## config.mk

```make
export PLATFORM = sky130hd
export DESIGN_NAME = sptr_router
export DESIGN_NICKNAME = d
export VERILOG_FILES = /design/src/hdl/sptr_pkg.sv /design/src/hdl/sptr_router.sv
export SDC_FILE = /design/constraint.sdc
export NUM_CORES = 1
export LEC_CHECK = 0
export BUFFER_PORTS_ARGS = -buffer_cell sky130_fd_sc_hd__buf_2
export CAP_MARGIN = 20
export CORE_UTILIZATION = 45
export DETAILED_ROUTE_END_ITERATION = 10
export PLACE_DENSITY = 0.84
export SYNTH_ARGS = -nofsm -noshare
export SYNTH_HDL_FRONTEND = slang
export SYNTH_SLANG_ARGS = --single-unit
```

## constraint.sdc

```tcl
create_clock -name clk_in -period 1.6 [get_ports clk_in]
set_input_delay 0.08 -clock clk_in [delete_from_list [all_inputs] [get_ports clk_in]]
set_output_delay 0.08 -clock clk_in [all_outputs]
set_load 0.02 [all_outputs]
```

## src/hdl/sptr_pkg.sv

```systemverilog
package sptr_pkg;

  // source selector codes for a differential trigger line
  typedef enum logic [1:0] {
    SPTR_SRC_EXT = 2'h0, // inverted copy of the front sync output
    SPTR_SRC_REF = 2'h1, // reference oscillator clock
    SPTR_SRC_STB = 2'h2  // pulse per converter strobe
  } sptr_src_t;

  // per-line configuration carried as one unit
  typedef struct packed {
    logic en;       // line output enable
    sptr_src_t src; // selected source
  } sptr_line_cfg_t;

  localparam int SPTR_LINES = 2;

  // register byte offsets
  localparam logic [7:0] SPTR_OFS_CTRL = 8'h00;
  localparam logic [7:0] SPTR_OFS_SRC = 8'h04;
  localparam logic [7:0] SPTR_OFS_STAT = 8'h08;
  localparam logic [7:0] SPTR_OFS_CMD = 8'h0C;

  // control register fields
  localparam int SPTR_CTRL_EN0 = 0;
  localparam int SPTR_CTRL_EN1 = 1;
  localparam int SPTR_CTRL_FRONT_EN = 2;
  // source register fields: two bits per line
  localparam int SPTR_SRC_W = 2;
  // status register fields
  localparam int SPTR_STAT_INIT = 0;
  localparam int SPTR_STAT_REFUSED = 1;
  localparam int SPTR_STAT_LINE0 = 2;
  localparam int SPTR_STAT_LINE1 = 3;
  // command register field
  localparam int SPTR_CMD_ONESHOT = 0;

  // reset values
  localparam sptr_src_t SPTR_RST_SRC0 = SPTR_SRC_STB;
  localparam sptr_src_t SPTR_RST_SRC1 = SPTR_SRC_EXT;
  localparam logic SPTR_RST_EN = 1'b0;

  // strobe pulse timing
  localparam int SPTR_CLK_MHZ = 40;
  localparam int SPTR_PULSE_NS = 25;
  localparam int SPTR_PULSE_CYC_RAW =
    (SPTR_PULSE_NS * SPTR_CLK_MHZ + 999) / 1000;
  localparam int SPTR_PULSE_CYC =
    (SPTR_PULSE_CYC_RAW < 1) ? 1 : SPTR_PULSE_CYC_RAW;
  localparam int SPTR_CNT_W = 4;

endpackage : sptr_pkg

```

## src/hdl/sptr_router.sv

```systemverilog
// Chosen here: the APB interface to the registers and the register addresses.
`timescale 1ns/1ps
module sptr_router (
  input wire logic clk_in,
  input wire logic resetn_in,
  // apb slave
  input wire logic psel_in,
  input wire logic penable_in,
  input wire logic pwrite_in,
  input wire logic [7:0] paddr_in,
  input wire logic [31:0] pwdata_in,
  output logic [31:0] prdata_out,
  output logic pready_out,
  output logic pslverr_out,
  // same-domain sources
  input wire logic front_sync_sig_in,
  input wire logic ref_is_external_in,
  input wire logic adc_strobe_in,
  input wire logic readout_strobe_in,
  input wire logic trig_initiated_in,
  // reference oscillator arrives from a pin
  input wire logic reference_osc_clock_in,
  // differential trigger lines
  output logic [1:0] diff_trigger_line_out,
  output logic front_sync_en_out
);

  // reset release synchroniser
  logic rst_s1_ff;
  logic rst_s2_ff;
  logic rstn;

  // reference clock pin synchroniser
  logic ref_s1_ff;
  logic ref_s2_ff;

  // configuration state
  sptr_pkg::sptr_line_cfg_t cfg_ff [sptr_pkg::SPTR_LINES];
  sptr_pkg::sptr_line_cfg_t nxt_cfg [sptr_pkg::SPTR_LINES];
  logic front_en_ff;
  logic nxt_front_en;
  logic refused_ff;
  logic nxt_refused;
  logic [31:0] rdata_ff;
  logic [31:0] nxt_rdata;
  logic [sptr_pkg::SPTR_CNT_W-1:0] pulse_cnt_ff;
  logic [sptr_pkg::SPTR_CNT_W-1:0] nxt_pulse_cnt;
  logic [1:0] line_ff;
  logic [1:0] nxt_line;

  // bus decode
  wire setup_ph = psel_in & ~penable_in;
  wire acc_ph = psel_in & penable_in;
  wire hit_ctrl = (paddr_in == sptr_pkg::SPTR_OFS_CTRL);
  wire hit_src = (paddr_in == sptr_pkg::SPTR_OFS_SRC);
  wire hit_stat = (paddr_in == sptr_pkg::SPTR_OFS_STAT);
  wire hit_cmd = (paddr_in == sptr_pkg::SPTR_OFS_CMD);
  wire mapped = hit_ctrl | hit_src | hit_stat | hit_cmd;
  wire wr_ok = acc_ph & pwrite_in & mapped;
  wire wr_ctrl = wr_ok & hit_ctrl;
  wire wr_src = wr_ok & hit_src;
  wire wr_stat = wr_ok & hit_stat;
  // one-shot one_shot_cmd_a command strobe
  wire oneshot = wr_ok & hit_cmd & pwdata_in[sptr_pkg::SPTR_CMD_ONESHOT];
  // source writes only land while the trigger system is idle
  wire src_take = wr_src & ~trig_initiated_in;
  wire src_refuse = wr_src & trig_initiated_in;

  // converter strobes, including those from memory readout
  wire strobe_any = adc_strobe_in | readout_strobe_in;
  // pulse stretcher output, a single shared pulse for both lines
  wire stb_pulse = (pulse_cnt_ff != 4'h0);
  // the pin synchroniser costs two cycles of phase against the pin
  // reference level, inverted for an external reference so the
  // line rises on its falling edge
  wire ref_level = ref_is_external_in ? ~ref_s2_ff : ref_s2_ff;
  // inverted front sync, gated by the front enable
  wire ext_level = front_en_ff & ~front_sync_sig_in;

  assign rstn = rst_s2_ff;
  // zero wait states: the slave answers in the first access cycle
  assign pready_out = 1'b1;
  // an unmapped address is flagged but otherwise harmless
  assign pslverr_out = acc_ph & ~mapped;
  assign prdata_out = rdata_ff;
  assign diff_trigger_line_out = line_ff;
  assign front_sync_en_out = front_en_ff;

  // reset is asserted at once, released after two edges
  always_ff @(posedge clk_in or negedge resetn_in) begin
    if (!resetn_in) begin
      rst_s1_ff <= 1'b0;
      rst_s2_ff <= 1'b0;
    end else begin
      rst_s1_ff <= 1'b1;
      rst_s2_ff <= rst_s1_ff;
    end
  end

  // pin synchroniser; only the second stage is read
  always_ff @(posedge clk_in or negedge rstn) begin
    if (!rstn) begin
      ref_s1_ff <= 1'b0;
      ref_s2_ff <= 1'b0;
    end else begin
      ref_s1_ff <= reference_osc_clock_in;
      ref_s2_ff <= ref_s1_ff;
    end
  end

  // next configuration; one-shot wins over any other write
  always_comb begin
    nxt_front_en = front_en_ff;
    for (int i = 0; i < sptr_pkg::SPTR_LINES; i++) begin
      nxt_cfg[i] = cfg_ff[i];
    end
    if (oneshot) begin
      // all outputs off, feeds back to reset values
      nxt_front_en = sptr_pkg::SPTR_RST_EN;
      nxt_cfg[0].en = sptr_pkg::SPTR_RST_EN;
      nxt_cfg[1].en = sptr_pkg::SPTR_RST_EN;
      nxt_cfg[0].src = sptr_pkg::SPTR_RST_SRC0;
      nxt_cfg[1].src = sptr_pkg::SPTR_RST_SRC1;
    end else begin
      if (wr_ctrl) begin
        // independent enables per line
        nxt_cfg[0].en = pwdata_in[sptr_pkg::SPTR_CTRL_EN0];
        nxt_cfg[1].en = pwdata_in[sptr_pkg::SPTR_CTRL_EN1];
        nxt_front_en = pwdata_in[sptr_pkg::SPTR_CTRL_FRONT_EN];
      end
      if (src_take) begin
        for (int i = 0; i < sptr_pkg::SPTR_LINES; i++) begin
          // a field holding the unused code keeps the old source
          if (pwdata_in[i*2 +: 2] != 2'h3) begin
            nxt_cfg[i].src =
              sptr_pkg::sptr_src_t'(pwdata_in[i*2 +: 2]);
          end
        end
      end
    end
  end

  // refused-write flag: a new refusal wins over the clear
  assign nxt_refused = src_refuse |
    (refused_ff & ~(wr_stat & pwdata_in[sptr_pkg::SPTR_STAT_REFUSED]));

  // read data captured during the setup cycle
  always_comb begin
    nxt_rdata = 32'h0000_0000;
    if (hit_ctrl) begin
      nxt_rdata[sptr_pkg::SPTR_CTRL_EN0] = cfg_ff[0].en;
      nxt_rdata[sptr_pkg::SPTR_CTRL_EN1] = cfg_ff[1].en;
      nxt_rdata[sptr_pkg::SPTR_CTRL_FRONT_EN] = front_en_ff;
    end else if (hit_src) begin
      nxt_rdata[1:0] = cfg_ff[0].src;
      nxt_rdata[3:2] = cfg_ff[1].src;
    end else if (hit_stat) begin
      nxt_rdata[sptr_pkg::SPTR_STAT_INIT] = trig_initiated_in;
      nxt_rdata[sptr_pkg::SPTR_STAT_REFUSED] = refused_ff;
      nxt_rdata[sptr_pkg::SPTR_STAT_LINE0] = line_ff[0];
      nxt_rdata[sptr_pkg::SPTR_STAT_LINE1] = line_ff[1];
    end
  end

  // strobe pulse stretcher: a strobe reloads the width count
  // a strobe landing mid-pulse restarts the width, so a train of
  // back-to-back strobes keeps the line high rather than chopping it
  assign nxt_pulse_cnt = strobe_any ?
    4'(sptr_pkg::SPTR_PULSE_CYC) :
    (stb_pulse ? pulse_cnt_ff - 4'h1 : 4'h0);

  // per-line source mux; a disabled line sits low
  always_comb begin
    for (int i = 0; i < sptr_pkg::SPTR_LINES; i++) begin
      nxt_line[i] = 1'b0;
      if (cfg_ff[i].en) begin
        unique case (cfg_ff[i].src)
          sptr_pkg::SPTR_SRC_EXT: nxt_line[i] = ext_level;
          // clock follows with no gaps while selected
          sptr_pkg::SPTR_SRC_REF: nxt_line[i] = ref_level;
          sptr_pkg::SPTR_SRC_STB: nxt_line[i] = stb_pulse;
          default: nxt_line[i] = 1'b0;
        endcase
      end
    end
  end

  // configuration registers; reset gives the documented feeds
  // the enable and source share one packed word per line
  always_ff @(posedge clk_in or negedge rstn) begin
    if (!rstn) begin
      cfg_ff[0] <= {sptr_pkg::SPTR_RST_EN, sptr_pkg::SPTR_RST_SRC0};
      cfg_ff[1] <= {sptr_pkg::SPTR_RST_EN, sptr_pkg::SPTR_RST_SRC1};
      front_en_ff <= 1'b0;
    end else begin
      cfg_ff[0] <= nxt_cfg[0];
      cfg_ff[1] <= nxt_cfg[1];
      front_en_ff <= nxt_front_en;
    end
  end

  // status, read data, pulse counter and line outputs
  always_ff @(posedge clk_in or negedge rstn) begin
    if (!rstn) begin
      refused_ff <= 1'b0;
      rdata_ff <= 32'h0000_0000;
      pulse_cnt_ff <= 4'h0;
      line_ff <= 2'h0;
    end else begin
      refused_ff <= nxt_refused;
      if (setup_ph) begin
        rdata_ff <= nxt_rdata;
      end
      pulse_cnt_ff <= nxt_pulse_cnt;
      line_ff <= nxt_line;
    end
  end

  generate
    // per-line checks; both lines share one set of property shapes
    for (genvar g = 0; g < 2; g++) begin : g_chk

    end
  endgenerate
endmodule : sptr_router

```

== Word-level counts from Yosys, hierarchy flattened ==
Index checks and enable logic that the tools add are counted.

* Bits of input ports: 51
* Output and inout bits: 37
* Bits in registers: 22

* Equal/unequal tests: 9
* Bitwise logic cells: 26
* Reductions and logical operators: 10
* Add/subtract/negate cells: 1
* Muxes and demuxes: 20

{| class="wikitable"
|+ Operators by type and width
! kind !! count
|-
| 8-bit by 4-bit == test with 1-bit output (second input constant) || 2
|-
| 4-bit 2-to-1 mux || 4
|-
| 1-bit bitwise AND || 15
|-
| 8-bit by 3-bit == test with 1-bit output (second input constant) || 1
|-
| 8-bit logical NOT || 1
|-
| 1-bit 2-to-1 mux || 8
|-
| 2-bit 2-to-1 mux || 4
|-
| 2-bit nonzero test || 4
|-
| 6-bit 2-to-1 mux || 1
|-
| 1-bit NOT || 6
|-
| 1-bit case mux with 3 select lines || 2
|-
| 1-bit bitwise OR || 5
|-
| 2-bit by 1-bit == test with 1-bit output (second input constant) || 2
|-
| 2-bit == test (second input constant) || 2
|-
| 2-bit logical NOT || 2
|-
| 2-bit inequality test (second input constant) || 2
|-
| 2-bit AND reduction || 2
|-
| 4-bit nonzero test || 1
|-
| 4-bit by 1-bit subtractor with 4-bit output (second input constant) || 1
|-
| 3-bit 2-to-1 mux || 1
|}

== Logic depth before layout (Yosys ltp) ==
Gate-level depths: netlist of run 1.

* Word-level depth: 10
* Depth in mapped cells: 6
* Gate-level depth less buffers: 5

== Worst setup path after synthesis of run 1 ==
OpenSTA, ideal clock, no wires.

* Path kind: register to register
* Start point: reg pulse_cnt_ff[0] (netlist name)
* End point: reg line_ff[0], in the netlist diff_trigger_line_out[0]
* Buffers on the path: 0
* Path slack: 0.318 ns
* Stages on the path, launching flop included: 6
* Arrival: 1.163 ns
* Clock period less this slack: 1.282 ns
* Path through: dfrtp_1 > inv_1 > ha_1 > nor3b_1 > nor3b_1 > o21a_1

* Word-level cells in the longest chain between the ends: 3

{| class="wikitable"
|+ Ends and longest elaborated chain
! element !! line !! RTL
|-
| from (decl) || sptr_router.sv:46 || <nowiki>logic [sptr_pkg::SPTR_CNT_W-1:0] pulse_cnt_ff;</nowiki>
|-
| from (signal assigned) || sptr_router.sv:214 || <nowiki>pulse_cnt_ff <= nxt_pulse_cnt;</nowiki>
|-
| 4-bit nonzero test || sptr_router.sv:72 || <nowiki>wire stb_pulse = (pulse_cnt_ff != 4'h0);</nowiki>
|-
| 1-bit case mux with 3 select lines || sptr_router.sv:177 || <nowiki>unique case (cfg_ff[i].src)</nowiki>
|-
| 1-bit 2-to-1 mux || sptr_router.sv:176 || <nowiki>if (cfg_ff[i].en) begin</nowiki>
|-
| net nxt_line[0] || sptr_router.sv:49 || <nowiki>logic [1:0] nxt_line;</nowiki>
|-
| to (signal assigned) || sptr_router.sv:215 || <nowiki>line_ff <= nxt_line;</nowiki>
|-
| to (decl) || sptr_router.sv:48 || <nowiki>logic [1:0] line_ff;</nowiki>
|}

The timed path passes the listed nets, and every way through them passes these cells.
A chain may end at the register's enable or synchronous reset.

== Worst setup path in the final report of run 1 ==
* Start point: reg pulse_cnt_ff[1] (netlist name)
* End point: reg pulse_cnt_ff[2] (netlist name)

* Word-level cells in the longest chain between the ends: 3
* Elaborated cells on any way between the ends: 4

{| class="wikitable"
|+ Ends and longest elaborated chain
! element !! line !! RTL
|-
| 4-bit by 1-bit subtractor with 4-bit output / 4-bit nonzero test (equally long branches) || sptr_router.sv:170, sptr_router.sv:72 ||
|-
| 4-bit 2-to-1 mux * || sptr_router.sv:170 || <nowiki>(stb_pulse ? pulse_cnt_ff - 4'h1 : 4'h0);</nowiki>
|-
| 4-bit 2-to-1 mux * || sptr_router.sv:168 || <nowiki>assign nxt_pulse_cnt = strobe_any ?</nowiki>
|-
| net nxt_pulse_cnt (one bit) || sptr_router.sv:47 || <nowiki>logic [sptr_pkg::SPTR_CNT_W-1:0] nxt_pulse_cnt;</nowiki>
|}

The timed path passes the listed nets; every way through them passes the cells marked *.

==> out/metrics.csv, run 1 <==
metric,value,unit
Leakage,0.778,nW
violated checks,design-rule violations,
layout cells sized above 1,24.6,%
"count leader, synth",buf_4,
Worst setup SP type,flip-flop,
Synth async-reset ratio,100,%
pwr dens,740,mW/mm²
die height,58.0,µm
simple-gate area share of the yosys netlist,25.0,%
"EDFF count, synth",0,
ANT cells,0,
Core Rows,19,
CP endpoint kind,flip-flop,
average size of a mapped cell,9.15,µm²
crit-path max FO,3,
Cells after Synth,154,
Chip Width,58.0,µm
post-synthesis mux area share,3.55,%
Peak VDD IR,0.632,mV
DR WL/cell,12.0,µm
Initial Util,49.4,%
largest net degree at the start of global routing,20,
Clock Sinks,22,
post-synth cell types,42,
Final min period,1.55,ns
Worst Path Arrival,1.76,ns
area share of xor/xnor cells in the synthesized design,0.622,%
initial antenna violation count,0,
GR Util met1,19.3,%
vias per inst,5.15,
die area,0.00336,mm²
"Warnings, synthesis",0,
area delta synth->final,14.0,%
kind of critical path,flip-flop to flip-flop,
GRT Total Usage,16.8,%
hpwl dp,1.99,mm
non-filler cells in the finished layout,222,
Vias,1144,
routability cong.,0.827,
status,finished with violations,
met3 global-route usage,4.02,%
post-synth top area share,37.3,%
Max Fclk,0.646,GHz
Final #Nets,244,
vias in the first global route,1083,
Post-synth top cells,"buf_4 (29), dfrtp_1 (21), nand2_1 (12)",
first-pass GRT wire length,4.33,mm
CP required,1.81,ns
Clock Pin Slew Worst Setup and Hold Paths,0.13,ns
#FFs+latches synth,22,
Synth area leaders,"dfrtp_1 (37%), buf_4 (15%), mux2i_1 (3.6%)",
HP Class,flip-flop to asynchronous set/reset pin,
Layout Utilization,56.3,%
R2R Setup Slk,0.05,ns
gr busiest metal,met2,
period utilisation layout,96.8,%
number of I/O pins,88,
complex-gate fraction of the synthesized area,12.6,%
Root Driver,clkbuf_4,
Final ANT Viol Nets,0,
setup TNS,0,ns
grt ovf,0,
fillcell total,262,
register area share after synthesis,39.2,%
Slew Limit Fails,0,
# H-tree levels,1,
Longest Clk Path Bufs,2,
Port Buffers,30,
"Clk Latency, worst-skew pair",0.31,ns
Adder-Cell Fraction of Synth Area,0.888,%
total routed wirelength,2.66,mm
synthesized cell area,0.00141,mm²
Most used DFF post-synth,dfrtp_1,
Final Setup Violations,0,
Yosys top cell by area,dfrtp_1,
largest family of logic cells by synthesized area,simple AND/OR/NAND/NOR gates,
initial DRC count,40,
Final Hold Viols,0,
Num CTS Buffers,3,
# DRC,3,
CTS tree,built,
max-cap violations,0,
Placed Cells,212,
grt met2 use,29.4,%
Core Region,0.00285,mm²
clock skew,0.0172,ns
DRT Pass-1 Iters,7,
[per-stage QoR]
stage / total power (W) / setup slack, ns / cell area (µm²) / hold WS (ns)
final: 0.00119 / 0.0511 / 1610 / 0.0199
after global routing: 0.00125 / -0.0156 / 1610 / 0.000474
after CTS: 0.00120 / 0.0387 / 1590 / 0.00777
after detailed placement: 0.000764 / 0.241 / 1480 / -0.135
after global placement: 0.000761 / 0.278 / 1480 / -0.135
after floorplan: 0.000760 / 0.318 / 1510 / -0.216
[final timing paths]
kind                                  from              end  cells past startpoint
max                        pulse_cnt_ff[1]  pulse_cnt_ff[2]                      5
min                              rst_s2_ff        ref_s1_ff                      0
max reg2reg                pulse_cnt_ff[1]  pulse_cnt_ff[2]                      5
min reg2reg                      rst_s2_ff        ref_s1_ff                      0
max in group asynchronous        rst_s2_ff        cfg_ff[4]                      1
min in group clk_in           pwdata_in[2]        cfg_ff[1]                      2
[kinds of logic (layout without fill, tap and decap cells)]
logic type | Yosys count | after routing
simple gates | 61 | 61
compound gates | 25 | 25
xor+xnor | 1 | 1
buf+inv | 37 | 46
other cells | 2 | 30
flops | 22 | 22
fa+ha+maj | 1 | 1
mux | 5 | 5
[registers in the layout, indices dropped and copies added (netlist names)]
name                   count
rst_s2_ff                  1
pulse_cnt_ff               4
diff_trigger_line_out      2
refused_ff                 1
cfg_ff                     6
front_sync_en_out          1
ref_s1_ff                  1
ref_s2_ff                  1
prdata_out                 4
rst_s1_ff                  1
[final cells by class]
type / instances / area (µm²) / share of cell area (%)
flip-flops and latches: 22 / 552 / 34.3
clock buffers: 3 / 22.5 / 1.40
well taps: 31 / 38.8 / 2.41
clock inverters: 1 / 30.0 / 1.87
inverters: 4 / 15.0 / 0.935
repair buffers: 38 / 223 / 13.9
multi-input cells: 123 / 726 / 45.2
[layer usage]
layer	share of wire, %	wire (µm)	vias to the layer above
li1	-	-	560
met1	41	1090	544
met2	53	1410	34
met3	4.4	117	6
met4	1.8	48	0
met5	0	0	-
[critical path, stage by stage, from the launching register on]
cell	delay, ns
dfrtp_1	0.39
inv_1	0.10
ha_4	0.16
mux2i_1	0.18
nor3_1	0.06
dlygate4sd3_1	0.55
[what timing repair did]
| item | CTS | global route |
|---|---|---|
| buffers inserted | 0 | 1 |
| endpoints found under the setup margin | 0 | 1 |
| endpoints found under the hold margin | 6 | 0 |
| gates resized for setup | 0 | 3 |
| hold buffers | 5 | 0 |
[power breakdown]
group,leakage (nW),total [W],switching (W),internal [W]
logic,0.476,0.000198,0.000138,0.0000608
registers,0.274,0.000571,0.00000521,0.000566
clock network,0.0279,0.000420,0.000167,0.000253
[layout by cell type, fill, tap and decap left out, drive strengths merged]
cell type / count
and2: 1
nor2: 12
xor2: 1
clkbuf: 3
nor3: 3
and4: 1
nand2: 13
ha: 1
nand3b: 3
o21a: 4
o21ai: 4
nand4: 2
a211oi: 3
dlygate4sd3: 5
and4b: 1
o22a: 1
o31ai: 1
nand3: 5
o2111ai: 1
nor2b: 2
nor4: 5
a21oi: 8
nand2b: 1
nor3b: 5
conb: 30
bufinv: 1
o311ai: 2
a21o: 1
or2: 2
inv: 4
and3: 2
dfrtp: 21
dfstp: 1
mux2i: 5
or3: 2
buf: 33
nor4b: 1
Power figures use the tool's default switching activity.
==> run 2, diff against run 1 <==
--- a/config.mk
+++ b/config.mk
@@ -7,9 +7,12 @@
 export LEC_CHECK = 0
 export BUFFER_PORTS_ARGS = -buffer_cell sky130_fd_sc_hd__buf_2
 export CAP_MARGIN = 20
-export CORE_UTILIZATION = 45
+export CELL_PAD_IN_SITES_DETAIL_PLACEMENT = 2
+export CELL_PAD_IN_SITES_GLOBAL_PLACEMENT = 2
+export CORE_UTILIZATION = 24
 export DETAILED_ROUTE_END_ITERATION = 10
-export PLACE_DENSITY = 0.84
+export PLACE_DENSITY_LB_ADDON = 0.1
+export SLEW_MARGIN = 15
 export SYNTH_ARGS = -nofsm -noshare
 export SYNTH_HDL_FRONTEND = slang
 export SYNTH_SLANG_ARGS = --single-unit
==> run 2 against run 1 <==
Compared with the run above: the flow now finishes without violations; combinational power about the same; hold slack got worse by 0.0032 ns; worst setup slack improved by 0.14 ns; sequential share of layout area decreased by 0.34 points; global-route usage decreased by 4.4 points; clock power decreased by 2%; critical path depth increased by 1; clock skew decreased by 0.012 ns; largest power group unchanged.
==> out/metrics.csv, run 2 (synthesis results as in run 1) <==
metric,value,unit
largest net degree at the start of global routing,19,
HP Class,primary input to flip-flop,
sw frac,28.7,%
hpwl dp,2.96,mm
unrepaired setup endpoints after global routing,no,
CP endpoint kind,flip-flop,
ANT cells,0,
combinational share of power,16.6,%
max reg flops,6,
die area,0.00618,mm²
fillcell total,660,
Root Driver,clkbuf_8,
DRT Pass-1 Iters,3,
Final ANT Viol Nets,0,
Pint,0.000842,W
routability cong.,0.680,
"Clk Latency, worst-skew pair",0.27,ns
die height,78.6,µm
kind of critical path,flip-flop to flip-flop,
Chip Width,78.6,µm
first-pass GRT wire length,5.85,mm
Worst Path Arrival,1.56,ns
CTS tree,built,
clock skew,0.00526,ns
Final Setup Violations,0,
DP Area,0.00155,mm²
Core Region,0.00557,mm²
Final min period,1.41,ns
vias in the first global route,1144,
GR Util met1,14.8,%
Final Instance Area,0.00162,mm²
Clk network pwr share,34.7,%
Clock Pin Slew Worst Setup and Hold Paths,0.08,ns
CP required,1.76,ns
met3 global-route usage,2.44,%
Final Hold Viols,0,
period utilisation layout,88.1,%
Peak VDD IR,0.329,mV
Longest Clk Path Bufs,2,
GRT Total Usage,12.4,%
Port Buffers,30,
total routed wirelength,3.63,mm
pwr dens,728,mW/mm²
Leakage,0.765,nW
layout cells sized above 1,23.5,%
Final #Nets,240,
area delta synth->final,15.2,%
initial antenna violation count,0,
Crit-path slowest cell,dfrtp_1,
grt met2 use,22.7,%
initial DRC count,38,
Num CTS Buffers,3,
status,"finished, final reports clean",
Core Rows,27,
vias per inst,4.47,
P_sw,0.000339,W
# H-tree levels,1,
crit-path max FO,4,
cell mode on critical path,nor3b_1,
Worst setup SP type,flip-flop,
Initial Util,25.3,%
# DRC,0,
grt ovf,0,
max incr delay on CP,0.41,ns
share of power burned in registers,48.7,%
most frequent cells in the layout,"conb_1 (30), buf_2 (30), dfrtp_1 (21)",
Vias,1157,
gr busiest metal,met2,
DR WL/cell,14.0,µm
max-cap violations,0,
CP Cell Sequence,inv_1 > ha_1 > nor3b_1 > buf_4 > nor3b_1 > o21a_1,
Max Fclk,0.709,GHz
setup TNS,0,ns
largest register by flop count,cfg_ff,
Slew Limit Fails,0,
Clock Sinks,22,
number of I/O pins,88,
run 2: stage by stage:
step,total power [W],util (%),worst slack (ns),instances,hold slack [ns]
CTS,0.00120,29.1,0.162,259,0.00742
detailed placement,0.000779,27.8,0.186,253,-0.132
global route,0.00124,29.1,0.0694,259,0.0141
global placement,0.000771,27.8,0.242,253,-0.134
finish,0.00118,29.1,0.190,259,0.0167
floorplan,0.000760,-,0.318,182,-0.216
run 2: final cells by class:
| cell class | count | area (µm²) | area share, % |
|---|---|---|---|
| Multi-Input combinational cell | 123 | 713 | 43.9 |
| Sequential cell | 22 | 552 | 34.0 |
| Timing Repair Buffer | 34 | 198 | 12.2 |
| Tap cell | 72 | 90.1 | 5.55 |
| Clock buffer | 4 | 55.1 | 3.39 |
| Inverter | 4 | 15.0 | 0.925 |
run 2: per-layer routing:
layer | vias to the layer above | wire (µm)
met5 | - | 0
met4 | 0 | 25
met3 | 5 | 148
met2 | 30 | 1910
met1 | 579 | 1550
li1 | 543 | -
run 2: path summary, 6_finish.rpt:
path / startpoint / endpoint / slack [ns] / depth (start not counted)
max: pulse_cnt_ff[0] / diff_trigger_line_out[0] / 0.19 / 6
min: adc_strobe_in / pulse_cnt_ff[1] / 0.02 / 2
max reg2reg: pulse_cnt_ff[0] / diff_trigger_line_out[0] / 0.19 / 6
min reg2reg: rst_s2_ff / ref_s1_ff / 0.17 / 0
max in group asynchronous: rst_s2_ff / cfg_ff[4] / 0.93 / 1
min in group asynchronous: resetn_in / rst_s1_ff / 0.11 / 2
run 2: power groups by stage:
| stage | Combinational, W | Sequential (W) | Clock [W] |
|---|---|---|---|
| 3_5_place_dp | 0.000193 | 0.000586 | 0 |
| 4_1_cts | 0.000197 | 0.000575 | 0.000429 |
| 5_1_grt | 0.000216 | 0.000577 | 0.000443 |
| 3_3_place_gp | 0.000186 | 0.000585 | 0 |
| 2_1_floorplan | 0.000173 | 0.000587 | 0 |
| 6_report | 0.000196 | 0.000575 | 0.000410 |
run 2: critical path, delay by kind of cell, from the launching register on:
family | cells | cell delay [ns]
flip-flops | 1 | 0.41
AND/OR/NAND/NOR | 2 | 0.27
AO/OA/AOI/OAI | 1 | 0.18
buffers and inverters | 2 | 0.24
adder cells (fa/ha/maj) | 1 | 0.20
run 2: repair_timing:
| item | in CTS | in global routing |
|---|---|---|
| endpoints found under the hold margin | 3 | 0 |
| resized for setup | 0 | 0 |
| buffers inserted | 0 | 0 |
| hold buffers | 2 | 0 |
